[config.mk]
export PLATFORM = sky130hd
export DESIGN_NAME = acr_regs
export DESIGN_NICKNAME = d
export VERILOG_FILES = /design/src/design/acr_pkg.sv /design/src/design/acr_regs.sv
export SDC_FILE = /design/constraint.sdc
export NUM_CORES = 1
export LEC_CHECK = 0
export ABC_CLOCK_PERIOD_IN_PS = 2100
export BUFFER_PORTS_ARGS = -buffer_cell sky130_fd_sc_hd__buf_2
export CORE_ASPECT_RATIO = 2
export CORE_MARGIN = 2
export CORE_UTILIZATION = 30
export DETAILED_ROUTE_END_ITERATION = 7
export PLACE_DENSITY_LB_ADDON = 0.2
export SLEW_MARGIN = 5
export SYNTH_ARGS = -nofsm -noshare
export SYNTH_HDL_FRONTEND = slang
export SYNTH_SLANG_ARGS = --single-unit
[constraint.sdc]
create_clock -name clk -period 2.1 [get_ports clk]
set_input_delay 0.42 -clock clk [delete_from_list [all_inputs] [get_ports clk]]
set_output_delay 0.42 -clock clk [all_outputs]
set_load 0.05 [all_outputs]
[src/design/acr_pkg.sv]
// package: register map, field positions, timing and carriers for the converter control bank
package acr_pkg;

   // ----------------------------------------------------------------
   // register addresses (processor byte addresses)
   // ----------------------------------------------------------------
   localparam logic [31:0] ACR_ADDR_TEMP_CFG   = 32'h4000_0527;
   localparam logic [31:0] ACR_ADDR_SHARED_CFG = 32'h4000_0529;
   localparam logic [31:0] ACR_ADDR_CODE_A_LO  = 32'h4000_0530;
   localparam logic [31:0] ACR_ADDR_CODE_A_HI  = 32'h4000_0531;
   localparam logic [31:0] ACR_ADDR_CODE_B_LO  = 32'h4000_0532;
   localparam logic [31:0] ACR_ADDR_CODE_B_HI  = 32'h4000_0533;
   localparam logic [31:0] ACR_ADDR_DRIVE_CTRL = 32'h4000_0538;
   localparam logic [31:0] ACR_ADDR_REF_MODE   = 32'h4000_0539;

   // ----------------------------------------------------------------
   // field positions
   // ----------------------------------------------------------------
   localparam int ACR_TC_ON_BIT      = 0;  // temp_decimator_on
   localparam int ACR_TC_WIDE_BIT    = 1;  // temp_wide_result
   localparam int ACR_TC_PERIOD_BIT  = 2;  // temp_sample_period_sel
   localparam int ACR_TC_IRQDIV_BIT  = 3;  // temp_irq_divider
   localparam int ACR_SC_MODHOLD_BIT = 0;  // modulator_hold
   localparam int ACR_SC_CLKHOLD_BIT = 1;  // modulator clock hold
   localparam int ACR_SC_CONVEN_BIT  = 4;  // converter interface enable
   localparam int ACR_DC_DRIVE_BIT   = 0;  // drive from code a
   localparam int ACR_DC_SPARE_BIT   = 1;  // plain read/write bit
   localparam int ACR_DC_SELB_BIT    = 4;  // status: code b selected
   localparam int ACR_DC_RUN_BIT     = 5;  // status: decimator running
   localparam int ACR_RM_RATIO_BIT   = 0;  // ratiometric mode

   // ----------------------------------------------------------------
   // writable masks and reset values
   // ----------------------------------------------------------------
   localparam logic [7:0] ACR_TEMP_CFG_MASK   = 8'h0F;
   localparam logic [7:0] ACR_SHARED_CFG_MASK = 8'h7F;
   localparam logic [7:0] ACR_DRIVE_CTRL_MASK = 8'h03;
   localparam logic [7:0] ACR_REF_MODE_MASK   = 8'h01;
   localparam logic [7:0] ACR_TEMP_CFG_RST    = 8'h00;
   localparam logic [7:0] ACR_SHARED_CFG_RST  = 8'h03;
   localparam logic [7:0] ACR_CODE_RST        = 8'h00;
   localparam logic [7:0] ACR_DRIVE_CTRL_RST  = 8'h00;
   localparam logic [7:0] ACR_REF_MODE_RST    = 8'h00;

   // ----------------------------------------------------------------
   // timing
   // ----------------------------------------------------------------
   localparam int ACR_CLK_HZ         = 20_000_000;
   localparam int ACR_PERIOD_SHORT_US = 64;
   localparam int ACR_PERIOD_LONG_US  = 128;
   localparam int ACR_CYC_SHORT = ACR_PERIOD_SHORT_US * (ACR_CLK_HZ / 1_000_000);
   localparam int ACR_CYC_LONG  = ACR_PERIOD_LONG_US * (ACR_CLK_HZ / 1_000_000);
   localparam int ACR_IRQ_EVERY_N    = 4;
   localparam int ACR_WIDE_BITS      = 24;
   localparam int ACR_NARROW_BITS    = 16;

   // ----------------------------------------------------------------
   // carriers
   // ----------------------------------------------------------------
   typedef struct packed {
      logic        wr;     // write strobe
      logic        rd;     // read strobe
      logic [31:0] addr;   // byte address
      logic [7:0]  wdata;  // write data
   } acr_req_s;

   typedef struct packed {
      logic        modulator_hold;  // both modulators in reset
      logic        mod_clk_hold;    // modulator clocks in reset
      logic        conv_if_on;      // interfaces and decimator clocks on
   } acr_conv_ctl_s;

   typedef struct packed {
      logic [15:0] code;         // code presented to the dac
      logic        code_b_sel;   // code b in use
      logic        gain_direct;  // gain stage takes code a
      logic        gain_pwm;     // gain stage follows pwm setting
      logic        ratiometric;  // 1 ratiometric, 0 absolute
   } acr_dac_ctl_s;

endpackage : acr_pkg

[src/design/acr_regs.sv]
// converter control register bank with temperature decimator pacing and dac code selection
`timescale 1ns/1ps

// Functional notes
// [RULE1] temperature decimator runs only while its config bit 0 is set
// [RULE2] decimator result width is 24 bits when width bit set, else 16
// [RULE3] sample every 128 us when rate bit set, else every 64 us
// [RULE4] interrupt every fourth sample when bit 3 set, else every sample
// [RULE5] both modulators held in reset while bit 0 is 1; resets to 1
// [RULE6] modulator clocks held in reset while bit 1 is 1; resets to 1
// [RULE7] converter interfaces and decimator clocks enabled only while bit 4 is 1
// [RULE8] software writes zero to reserved bits 2, 3, 5 and 6
// [RULE9] pwm disabled: dac always driven from code a
// [RULE10] pwm enabled: code a while pwm level 0, code b while 1; the code keeps code a whenever the drive bit is 1
// [RULE11] drive bit 1 gives gain stage code a; 0 follows pwm enable
// [RULE12] dac ratiometric when mode bit 1, absolute when 0; resets 0
module acr_regs #(
   parameter int CYC_SHORT = acr_pkg::ACR_CYC_SHORT, // 64 us in clocks
   parameter int CYC_LONG  = acr_pkg::ACR_CYC_LONG   // 128 us in clocks
) (
   input  wire logic                   clk,            // 20 MHz system clock
   input  wire logic                   rstn,           // synchronous reset, active low
   input  wire logic                   ce,             // clock enable, freezes all state
   input  wire acr_pkg::acr_req_s      req,            // register access request
   output      logic [7:0]             rdata,          // read data, registered
   output      logic                   rvalid,         // read data valid pulse
   input  wire logic                   pwm_enable,     // pwm output enabled
   input  wire logic                   pwm_level,      // current pwm output level
   output      logic                   temp_run,       // decimator running
   output      logic                   temp_wide,      // 24-bit results selected
   output      logic [4:0]             temp_width,     // result width in bits
   output      logic                   temp_sample,    // one pulse per completed sample
   output      logic                   temp_irq,       // interrupt pulse
   output      acr_pkg::acr_conv_ctl_s conv_ctl,       // shared converter controls
   output      acr_pkg::acr_dac_ctl_s  dac_ctl         // dac code and mode
);
   import acr_pkg::*;

   localparam int CW = $clog2(CYC_LONG + 1);

   logic [7:0]    temp_cfg_reg,   temp_cfg_next;
   logic [7:0]    shared_cfg_reg, shared_cfg_next;
   logic [7:0]    code_a_lo_reg,  code_a_lo_next;
   logic [7:0]    code_a_hi_reg,  code_a_hi_next;
   logic [7:0]    code_b_lo_reg,  code_b_lo_next;
   logic [7:0]    code_b_hi_reg,  code_b_hi_next;
   logic [7:0]    drive_ctl_reg,  drive_ctl_next;
   logic [7:0]    ref_mode_reg,   ref_mode_next;
   logic [7:0]    rdata_reg,      rdata_next;
   logic          rvalid_reg,     rvalid_next;
   logic [CW-1:0] tick_reg,       tick_next;
   logic [1:0]    samp_cnt_reg,   samp_cnt_next;
   logic          sample_reg,     sample_next;
   logic          irq_reg,        irq_next;
   acr_dac_ctl_s  dac_reg,        dac_next;
   logic          run;
   logic [CW-1:0] period_m1;

   // ----------------------------------------------------------------
   // register writes
   // ----------------------------------------------------------------

   // reserved bits are masked off except shared cfg bits 2, 3, 5 and 6, which are stored; software is expected to write 0 there
   always_comb begin
      temp_cfg_next   = temp_cfg_reg;
      shared_cfg_next = shared_cfg_reg;
      code_a_lo_next  = code_a_lo_reg;
      code_a_hi_next  = code_a_hi_reg;
      code_b_lo_next  = code_b_lo_reg;
      code_b_hi_next  = code_b_hi_reg;
      drive_ctl_next  = drive_ctl_reg;
      ref_mode_next   = ref_mode_reg;
      if (req.wr) begin
         unique case (req.addr)
            ACR_ADDR_TEMP_CFG:   temp_cfg_next   = req.wdata & ACR_TEMP_CFG_MASK;
            ACR_ADDR_SHARED_CFG: shared_cfg_next = req.wdata & ACR_SHARED_CFG_MASK; // [RULE8]
            ACR_ADDR_CODE_A_LO:  code_a_lo_next  = req.wdata;
            ACR_ADDR_CODE_A_HI:  code_a_hi_next  = req.wdata;
            ACR_ADDR_CODE_B_LO:  code_b_lo_next  = req.wdata;
            ACR_ADDR_CODE_B_HI:  code_b_hi_next  = req.wdata;
            ACR_ADDR_DRIVE_CTRL: drive_ctl_next  = req.wdata & ACR_DRIVE_CTRL_MASK;
            ACR_ADDR_REF_MODE:   ref_mode_next   = req.wdata & ACR_REF_MODE_MASK;
            default: ;  // unmapped writes are dropped
         endcase
      end
   end

   // control registers, reset values put both modulator holds on
   always_ff @(posedge clk) begin
      if (!rstn) begin
         temp_cfg_reg   <= ACR_TEMP_CFG_RST;
         shared_cfg_reg <= ACR_SHARED_CFG_RST;  // [RULE5] [RULE6]
         code_a_lo_reg  <= ACR_CODE_RST;
         code_a_hi_reg  <= ACR_CODE_RST;
         code_b_lo_reg  <= ACR_CODE_RST;
         code_b_hi_reg  <= ACR_CODE_RST;
         drive_ctl_reg  <= ACR_DRIVE_CTRL_RST;
         ref_mode_reg   <= ACR_REF_MODE_RST;    // [RULE12]
      end else if (ce) begin
         temp_cfg_reg   <= temp_cfg_next;
         shared_cfg_reg <= shared_cfg_next;
         code_a_lo_reg  <= code_a_lo_next;
         code_a_hi_reg  <= code_a_hi_next;
         code_b_lo_reg  <= code_b_lo_next;
         code_b_hi_reg  <= code_b_hi_next;
         drive_ctl_reg  <= drive_ctl_next;
         ref_mode_reg   <= ref_mode_next;
      end
   end

   // ----------------------------------------------------------------
   // register reads
   // ----------------------------------------------------------------

   // one-cycle read answer; unmapped addresses read as zero
   always_comb begin
      rdata_next  = rdata_reg;
      rvalid_next = req.rd;
      if (req.rd) begin
         unique case (req.addr)
            ACR_ADDR_TEMP_CFG:   rdata_next = temp_cfg_reg;
            ACR_ADDR_SHARED_CFG: rdata_next = shared_cfg_reg;
            ACR_ADDR_CODE_A_LO:  rdata_next = code_a_lo_reg;
            ACR_ADDR_CODE_A_HI:  rdata_next = code_a_hi_reg;
            ACR_ADDR_CODE_B_LO:  rdata_next = code_b_lo_reg;
            ACR_ADDR_CODE_B_HI:  rdata_next = code_b_hi_reg;
            ACR_ADDR_DRIVE_CTRL: begin
               rdata_next                   = drive_ctl_reg;
               rdata_next[ACR_DC_SELB_BIT]  = dac_reg.code_b_sel;  // live status
               rdata_next[ACR_DC_RUN_BIT]   = run;
            end
            ACR_ADDR_REF_MODE:   rdata_next = ref_mode_reg;
            default:             rdata_next = 8'h00;
         endcase
      end
   end

   always_ff @(posedge clk) begin
      if (!rstn) begin
         rdata_reg  <= 8'h00;
         rvalid_reg <= 1'b0;
      end else if (ce) begin
         rdata_reg  <= rdata_next;
         rvalid_reg <= rvalid_next;
      end
   end

   // ----------------------------------------------------------------
   // temperature decimator pacing
   // ----------------------------------------------------------------

   // decimator needs its own enable, interface clocks on and modulators released
   assign run = temp_cfg_reg[ACR_TC_ON_BIT]                    // [RULE1]
              & shared_cfg_reg[ACR_SC_CONVEN_BIT]              // [RULE7]
              & ~shared_cfg_reg[ACR_SC_MODHOLD_BIT]            // [RULE5]
              & ~shared_cfg_reg[ACR_SC_CLKHOLD_BIT];           // [RULE6]

   // sample period chosen by the rate bit
   assign period_m1 = temp_cfg_reg[ACR_TC_PERIOD_BIT] ?        // [RULE3]
                      CW'(CYC_LONG - 1) : CW'(CYC_SHORT - 1);

   // tick counter, sample pulse and interrupt divider
   always_comb begin
      tick_next     = tick_reg;
      samp_cnt_next = samp_cnt_reg;
      sample_next   = 1'b0;
      irq_next      = 1'b0;
      if (!run) begin
         tick_next     = '0;                                   // [RULE1]
         samp_cnt_next = '0;
      end else if (tick_reg >= period_m1) begin
         tick_next   = '0;
         sample_next = 1'b1;                                   // [RULE3]
         if (temp_cfg_reg[ACR_TC_IRQDIV_BIT]) begin
            samp_cnt_next = samp_cnt_reg + 2'd1;
            irq_next      = (samp_cnt_reg == 2'(ACR_IRQ_EVERY_N - 1)); // [RULE4]
         end else begin
            samp_cnt_next = '0;
            irq_next      = 1'b1;                              // [RULE4]
         end
      end else begin
         tick_next = tick_reg + CW'(1);
      end
   end

   always_ff @(posedge clk) begin
      if (!rstn) begin
         tick_reg     <= '0;
         samp_cnt_reg <= '0;
         sample_reg   <= 1'b0;
         irq_reg      <= 1'b0;
      end else if (ce) begin
         tick_reg     <= tick_next;
         samp_cnt_reg <= samp_cnt_next;
         sample_reg   <= sample_next;
         irq_reg      <= irq_next;
      end
   end

   // ----------------------------------------------------------------
   // dac code selection
   // ----------------------------------------------------------------

   // code b only when pwm is on, its level is high and direct drive is off
   always_comb begin
      dac_next             = dac_reg;
      dac_next.gain_direct = drive_ctl_reg[ACR_DC_DRIVE_BIT];           // [RULE11]
      dac_next.gain_pwm    = ~drive_ctl_reg[ACR_DC_DRIVE_BIT] & pwm_enable; // [RULE11]
      dac_next.code_b_sel  = ~drive_ctl_reg[ACR_DC_DRIVE_BIT]
                           & pwm_enable & pwm_level;                    // [RULE10]
      dac_next.ratiometric = ref_mode_reg[ACR_RM_RATIO_BIT];            // [RULE12]
      if (dac_next.code_b_sel) begin
         dac_next.code = {code_b_hi_reg, code_b_lo_reg};                // [RULE10]
      end else begin
         dac_next.code = {code_a_hi_reg, code_a_lo_reg};                // [RULE9]
      end
   end

   always_ff @(posedge clk) begin
      if (!rstn) begin
         dac_reg <= '0;
      end else if (ce) begin
         dac_reg <= dac_next;
      end
   end

   // ----------------------------------------------------------------
   // outputs
   // ----------------------------------------------------------------
   assign rdata       = rdata_reg;
   assign rvalid      = rvalid_reg;
   assign temp_run    = run;
   assign temp_wide   = temp_cfg_reg[ACR_TC_WIDE_BIT];                  // [RULE2]
   assign temp_width  = temp_cfg_reg[ACR_TC_WIDE_BIT] ?                 // [RULE2]
                        5'(ACR_WIDE_BITS) : 5'(ACR_NARROW_BITS);
   assign temp_sample = sample_reg;
   assign temp_irq    = irq_reg;
   assign conv_ctl.modulator_hold = shared_cfg_reg[ACR_SC_MODHOLD_BIT]; // [RULE5]
   assign conv_ctl.mod_clk_hold   = shared_cfg_reg[ACR_SC_CLKHOLD_BIT]; // [RULE6]
   assign conv_ctl.conv_if_on     = shared_cfg_reg[ACR_SC_CONVEN_BIT];  // [RULE7]
   assign dac_ctl     = dac_reg;

endmodule : acr_regs

==> qor.yml, run 1 <==
outcome: "finished, final reports clean"
clock-root-buffer: "clkbuf_16"
start_util: 0.306
synth_most_common_cell: "dfxtp_1"
crit_type: "reg2reg"
yosys-top-cells-area: "dfxtp_1 (42%), mux2i_1 (15%), nand2_1 (6.0%)"
post-route-util: 0.377
fin_worst_skew_ps: 5.74
power.density_nw_per_um2: 666
finalCritPeriodShare: 0.928
irDropWorstVdd_mv: 0.293
worstMarginPinSlew_ps: 633
grt-ovfl-total: 0
synth_ff_type: "dfxtp_1"
post-place-ws_ps: 21.2
clkLatencyLatePin_ps: 340
gr-usage-all-layers: 0.170
cts_sinks: 91
critPathRequiredTime_ps: 2370
min_period_ps: 1950
p_leak_nw: 2.06
antenna_found_initial: 0
grt_pass1_wl_um: 19900
drc: 0
dpl.hpwl_um: 9730
finalSetupTns_ps: 0
synth_commonest_cells: "dfxtp_1 (91), nand2_1 (70), mux2i_1 (65)"
clk_pin_slew_ps: 60
grt_start_max_net_pins: 43
place_area_um2: 5110
hold_viol: 0
die_w_um: 89.3
drtAntennaViolNets: 0
max_freq_ghz: 0.513
largest_reg_flops: 20
row_count: 62
cts_buffer_depth: 2
wl_um: 12600
antenna_cells: 0
ys_types: 52
fillCellCount: 1471
yosys.area.top_type: "dfxtp_1"
finalPower_mw: 3.58
die_h_um: 175
numCtsBuffers: 9
ys_seq_area_frac: 0.417
synth-edff-count: 0
setup_ws_ps: 151
ys_ff_latch: 91
synth_area_um2: 4370
postSynthCellCount: 450
post_cts_resized: 0
finalSetupViolations: 0
arrival_ps: 2220
startpoint_type: "flip-flop"
netlist.area_leader.share: 0.417
drv_cap: 0
wl_per_cell_um: 17.2
relSlewSlack: 0.577
slew_viol_final: 0
drt_iter0_drc: 136
io_pins: 88
ctsHoldBuffers: 0
cts_max_level: 3
multi_input_area_um2: 2360
cp_max_fo: 12
gp_congestion: 0.816
vias: 3616
grt_pass1_vias: 3815
syn_area_per_cell_um2: 9.71
area_delta_synth_final_pct: 23.2
numPortBuffers: 83
register_area_um2: 1820
design_area_um2: 5380
ys.warnings.count: 0
min_path_type: "in2reg"
drt-pass1-iter-count: 4
ys_async_sr_fraction: 0
core_area_um2: 14300
nets: 589
crit_path_end_kind: "flip-flop"
drive_above_1_share: 0.272
die_area_um2: 15600
cts_tree: "yes"
cts_setup_buffers: 0
vias_per_cell: 4.93
rsz0062_at_grt: "no"
cells in the final DEF, fill, tap and decap left out, types with 3 or more instances in the layout:
cell,synthesis,final
nand4_1,7,7
o21ai_0,10,10
mux2i_1,65,65
buf_2,6,83
buf_12,0,4
a211oi_1,17,17
nor4b_2,3,4
clkinvlp_4,0,3
a221oi_1,4,4
clkbuf_16,0,9
nand2_1,70,70
conb_1,2,4
nor4_4,4,4
o21a_1,3,3
nor4_1,5,5
mux4_2,8,8
xor2_1,6,6
dfxtp_1,91,91
inv_1,5,5
ha_1,5,5
and4_1,4,4
buf_4,8,23
nor2b_1,3,3
a21oi_1,9,9
nand3_1,8,8
nor2_1,33,33
and3_1,9,9
nor4bb_1,3,3
nand3b_1,5,5
nand2b_1,4,4
where the power goes:
part	internal, mW	switching, mW
clock	0.826	0.676
sequential	1.74	0.00867
combinational	0.103	0.227
logic make-up after synthesis:
| logic type | count (synthesis) | synth area share |
|---|---|---|
| AND/OR/NAND/NOR | 176 | 0.229 |
| buffers and inverters | 41 | 0.0455 |
| other | 2 | 0.00172 |
| flip-flops | 91 | 0.417 |
| XOR/XNOR | 8 | 0.0160 |
| adder cells (fa/ha/maj) | 5 | 0.0143 |
| AO/OA/AOI/OAI | 53 | 0.0842 |
| multiplexers | 74 | 0.193 |
layout make-up:
class / instances / share of cell area
sequential: 91 / 0.338
clock buffer: 11 / 0.0451
multi-input combinational: 320 / 0.439
tap: 192 / 0.0446
timing repair buffer: 110 / 0.124
inverter: 5 / 0.00349
clock inverter: 4 / 0.00511
metal layers:
metal  up-vias  wire length [um]  GRT usage
met5         -                 0          0
met4         0               448     0.0759
met3        26               391     0.0326
met2        75              7040      0.309
met1      1728              4700      0.181
li1       1787                 -          -
through the flow:
step	cells	hold slack, ps
CTS	733	352
global route	733	383
global placement	718	443
finish	733	362
detailed placement	718	450
floorplan	452	435
path summary, 6_finish.rpt:
kind                      from                end  slack [ps]  cells past startpoint
min                 pwm_enable         dac_ctl[1]         360                      3
max            temp_cfg_reg[2]    samp_cnt_reg[1]         150                      6
max reg2reg    temp_cfg_reg[2]    samp_cnt_reg[1]         150                      6
min reg2reg  shared_cfg_reg[2]  shared_cfg_reg[2]         460                      2
critical path, cell delays in order (launching register included):
cell and delay [ps]:
dfxtp_1 390, inv_1 80, ha_1 290, and4_1 200, and4_1 240, o32a_2 500, o22ai_1 190
No activity file was read; power rests on OpenSTA's default activity.
==> run 2: changes to the inputs <==
--- a/config.mk
+++ b/config.mk
@@ -11,6 +11,7 @@
 export CORE_MARGIN = 2
 export CORE_UTILIZATION = 30
 export DETAILED_ROUTE_END_ITERATION = 7
+export GPL_TIMING_DRIVEN = 0
 export PLACE_DENSITY_LB_ADDON = 0.2
 export SLEW_MARGIN = 5
 export SYNTH_ARGS = -nofsm -noshare
==> run 2 against run 1 <==
Against the previous run:
- clock power increased by 13%
- flip-flop and latch count unchanged
- clock-buffer cell count decreased by 2
- critical path depth decreased by 2
- first-iteration DRC count decreased by 29%
- combinational power increased by 5%
- sequential power about the same
- maximum frequency decreased by 0.63%
- critical path type unchanged
- largest power group unchanged
- setup slack got worse by 12 ps
- largest cell class unchanged
==> qor.yml, run 2 (synthesis gave the netlist of run 1 again) <==
core_area_um2: 14300
area_delta_synth_final_pct: 24.4
whs_ps: 343
max_freq_ghz: 0.510
clkLatencyLatePin_ps: 350
finalCritPeriodShare: 0.934
cts_max_level: 3
hold_viol: 0
wl_per_cell_um: 18.4
drt_iter0_drc: 97
numPortBuffers: 79
cts_sinks: 91
critPathSlowestCell: "and3b_1"
mostFrequentLayoutCells: "dfxtp_1 (90), buf_2 (85), nand2_1 (70)"
p_leak_nw: 2.07
power.density_nw_per_um2: 699
drive_above_1_share: 0.255
die_area_um2: 15600
grt_pass1_wl_um: 21100
wl_um: 13700
finalPower_mw: 3.80
cts_tree: "yes"
finalSetupViolations: 0
numCtsBuffers: 9
dp_cells: 723
outcome: "finished, final reports clean"
io_pins: 88
die_h_um: 175
fin_cells: 742
layout_commonest_cell: "dfxtp_1"
path_buf_inv: 1
finalSetupTns_ps: 0
post-route-util: 0.381
multi_input_area_um2: 2390
clk_pin_slew_ps: 70
critPathTopFamily: "simple AND/OR/NAND/NOR gates"
fillCellCount: 1498
worstMarginPinSlew_ps: 731
cp_max_fo: 10
clock-root-buffer: "clkbuf_16"
irDropWorstVdd_mv: 0.329
relSlewSlack: 0.512
drtAntennaViolNets: 0
nets: 597
dpl.hpwl_um: 10800
drv_cap: 0
antenna_cells: 0
vias: 3698
vias_per_cell: 4.98
drc: 0
grt_start_max_net_pins: 18
cts_buffer_depth: 2
drt-pass1-iter-count: 4
ctsHoldBuffers: 0
fin_worst_skew_ps: 8.08
startpoint_type: "flip-flop"
die_w_um: 89.3
antenna_found_initial: 0
critPathRequiredTime_ps: 2310
min_path_type: "in2reg"
rsz0062_at_grt: "no"
gr-usage-all-layers: 0.181
critPathMaxStageDelay_ps: 610
largest_reg_flops: 20
grt-ovfl-total: 0
path_cells: "and3b_1, buf_2, mux2i_1, a211oi_1"
grt_pass1_vias: 3893
row_count: 62
arrival_ps: 2170
start_util: 0.306
slew_viol_final: 0
crit_path_end_kind: "flip-flop"
gp_congestion: 0.834
register_area_um2: 1820
crit_type: "reg2reg"
min_period_ps: 1960
-- run 2: cell count changes in the layout (fill, tap and decap cells not counted), moves of 2 or more --
cell | previous run | this run
buf_4 | 23 | 8
nor3b_1 | 2 | 0
clkinvlp_4 | 3 | 1
clkbuf_1 | 1 | 17
inv_6 | 0 | 3
buf_1 | 0 | 2
buf_2 | 83 | 85
nor4b_2 | 4 | 2
-- run 2: metrics by stage --
step                setup WS (ps)  area [um^2]
CTS                          18.9         5410
global route                 3.54         5440
finish                        139         5440
global placement             -473         5010
floorplan                     159         4380
detailed placement           -508         5010
-- run 2: layer usage --
layer | vias up | part of all wire | global-route usage
li1 | 1810 | - | -
met1 | 1801 | 0.36 | 0.183
met2 | 68 | 0.58 | 0.346
met3 | 19 | 0.030 | 0.0288
met4 | 0 | 0.030 | 0.0784
met5 | - | 0 | 0
-- run 2: path summary, 6_finish.rpt --
kind	slack [ps]	cells past startpoint	startpoint	endpoint
worst max register to register	140	4	drive_ctl_reg[0]	dac_ctl[14]
worst max-delay path	140	4	drive_ctl_reg[0]	dac_ctl[14]
worst min-delay path	340	3	req[0]	shared_cfg_reg[0]
worst min register to register	460	2	rdata[7]	rdata[7]
-- run 2: timing repair --
action,CTS,global route
pin swaps,4,1
buffers inserted,3,1
endpoints found under the setup margin,43,21
resized for setup,6,4
-- run 2: area by class of cell --
class	instances	share of cell area
Sequential cell	91	0.335
Timing Repair Buffer	83	0.0875
Tap cell	192	0.0442
Inverter	5	0.00345
Clock buffer	9	0.0414
Buffer	35	0.0331
Clock inverter	7	0.0154
Multi-Input combinational cell	320	0.439
-- run 2: report_power, final --
part | internal (mW) | switching [mW]
Sequential | 1.74 | 0.00985
Clock | 0.946 | 0.758
Combinational | 0.101 | 0.244
Total | 2.79 | 1.01
-- run 2: worst register-to-register path, delay by kind of cell, from the launching register on --
kind,cells,cell delay (ps)
AND/OR/NAND/NOR,1,610
AO/OA/AOI/OAI,1,100
multiplexers,1,280
buffers and inverters,1,430
flip-flops,1,400
==> run 3: changes to the inputs <==
--- a/config.mk
+++ b/config.mk
@@ -8,7 +8,7 @@
 export ABC_CLOCK_PERIOD_IN_PS = 2100
 export BUFFER_PORTS_ARGS = -buffer_cell sky130_fd_sc_hd__buf_2
 export CORE_ASPECT_RATIO = 2
-export CORE_MARGIN = 2
+export CORE_MARGIN = 3
 export CORE_UTILIZATION = 30
 export DETAILED_ROUTE_END_ITERATION = 7
 export GPL_TIMING_DRIVEN = 0
==> run 3 against run 2 <==
Against the previous run:
- clock skew grew 1.2 ps
- combinational power is essentially flat
- non-clock buffer count stayed put
- core utilization rose by 0.31 points
- die area is 3.4% higher
- first-iteration DRC count grew 94%
- total power shrank 1.1%
- sequential power is essentially flat
- clock power decreased by 2%
- maximum frequency down 1.3%
- register-to-register slack worse by 30 ps
- setup slack worse by 25 ps
- largest cell class unchanged
==> qor.yml, run 3 (synthesis gave the netlist of run 1 again) <==
dpl.hpwl_um: 10600
vias_per_cell: 4.95
wl_um: 13700
grt_pass1_wl_um: 21300
startpoint_type: "flip-flop"
clkLatencyLatePin_ps: 350
nets: 597
largest_reg_flops: 20
numPortBuffers: 79
area_delta_synth_final_pct: 24.1
outcome: "finished, final reports clean"
min_period_ps: 1990
gr-usage-all-layers: 0.173
cp_max_fo: 10
rsz0062_at_grt: "no"
drc: 0
relSlewSlack: 0.472
antenna_found_initial: 0
finalSetupViolations: 0
fillCellCount: 1438
critPathMaxStageDelay_ps: 410
finalCritPeriodShare: 0.946
clock-root-buffer: "clkbuf_16"
drt-pass1-iter-count: 4
fin_worst_skew_ps: 9.24
crit_type: "reg2reg"
antenna_cells: 0
grt_start_max_net_pins: 17
place_area_um2: 5010
die_h_um: 177
path_buf_inv: 2
die_w_um: 91.3
power.density_nw_per_um2: 694
crit_path_frequent_cell: "and4_1"
multi_input_area_um2: 2390
start_util: 0.309
layout_commonest_cell: "dfxtp_1"
wl_per_cell_um: 18.5
cts_max_level: 3
io_pins: 88
max_freq_ghz: 0.503
worstMarginPinSlew_ps: 791
min_path_type: "in2reg"
mostFrequentLayoutCells: "dfxtp_1 (90), buf_2 (86), nand2_1 (70)"
cts_buffer_depth: 2
critPathSlowestCell: "o32a_1"
row_count: 61
cts_sinks: 91
numCtsBuffers: 9
crit_path_end_kind: "flip-flop"
irDropWorstVdd_mv: 0.426
critPathTopFamily: "simple AND/OR/NAND/NOR gates"
whs_ps: 346
cts_tree: "yes"
finalSetupTns_ps: 0
grt_pass1_vias: 3820
grt-ovfl-total: 0
drv_cap: 0
post-place-ws_ps: -557
vias: 3660
slew_viol_final: 0
p_leak_nw: 2.06
die_area_um2: 16100
drt_iter0_drc: 188
gp_congestion: 0.824
critPathRequiredTime_ps: 2370
arrival_ps: 2260
drive_above_1_share: 0.255
register_area_um2: 1820
ctsHoldBuffers: 0
hold_viol: 0
setup_ws_ps: 114
design_area_um2: 5420
clk_pin_slew_ps: 70
drtAntennaViolNets: 0
path_cells: "inv_1, ha_1, and4_1, and4_1, o32a_1, buf_2, nor2_1"
core_area_um2: 14100
## run 3: changes by cell type in the layout (fill, tap and decap cells not counted), sizes merged
| cell | delta |
|---|---|
| buf | +1 |
| clkbuf | -1 |
| clkinvlp | +2 |
| inv | -2 |
## run 3: cell type report
type | count | area share
clock buffer | 9 | 0.0416
inverter | 5 | 0.00346
multi-input combinational | 320 | 0.441
clock inverter | 7 | 0.0139
buffer | 35 | 0.0328
sequential | 91 | 0.336
tap | 189 | 0.0436
timing repair buffer | 83 | 0.0877
## run 3: routing by layer
metal,global-route usage,part of all wire,up-vias
met1,0.175,0.37,1767
li1,-,-,1808
met5,0,0,-
met2,0.348,0.58,69
met4,0.0611,0.021,0
met3,0.0268,0.028,16
## run 3: path summary, 6_finish.rpt
kind,startpoint,endpoint,slack (ps),cells after the start
max reg2reg,temp_cfg_reg[2],tick_reg[5],110,7
min reg2reg,rdata[2],rdata[2],460,2
min,req[1],shared_cfg_reg[1],350,3
max,temp_cfg_reg[2],tick_reg[5],110,7
## run 3: power breakdown
group          total [mW]  internal, mW  switching, mW
combinational       0.348         0.100          0.247
sequential           1.75          1.74         0.0101
clock                1.66         0.929          0.732
## run 3: worst reg2reg max path: cells and delay by family, from the launching register on
kind                     cells  cell delay [ps]
AND/OR/NAND/NOR              3              580
AO/OA/AOI/OAI                1              410
flip-flops                   1              370
adder cells (fa/ha/maj)      1              290
buffers and inverters        2              280
## run 3: through the flow
stage	std cells	utilization	power, mW
finish	739	0.384	3.76
global route	739	0.384	3.88
CTS	738	0.382	3.79
detailed placement	720	0.355	2.14
global placement	720	0.355	2.14
floorplan	452	-	2.01
## run 3: timing repair
action	CTS	global route
setup endpoints to repair	51	25
cloned	0	0
gates resized for setup	6	3
pin swaps	4	1
setup buffers	3	1
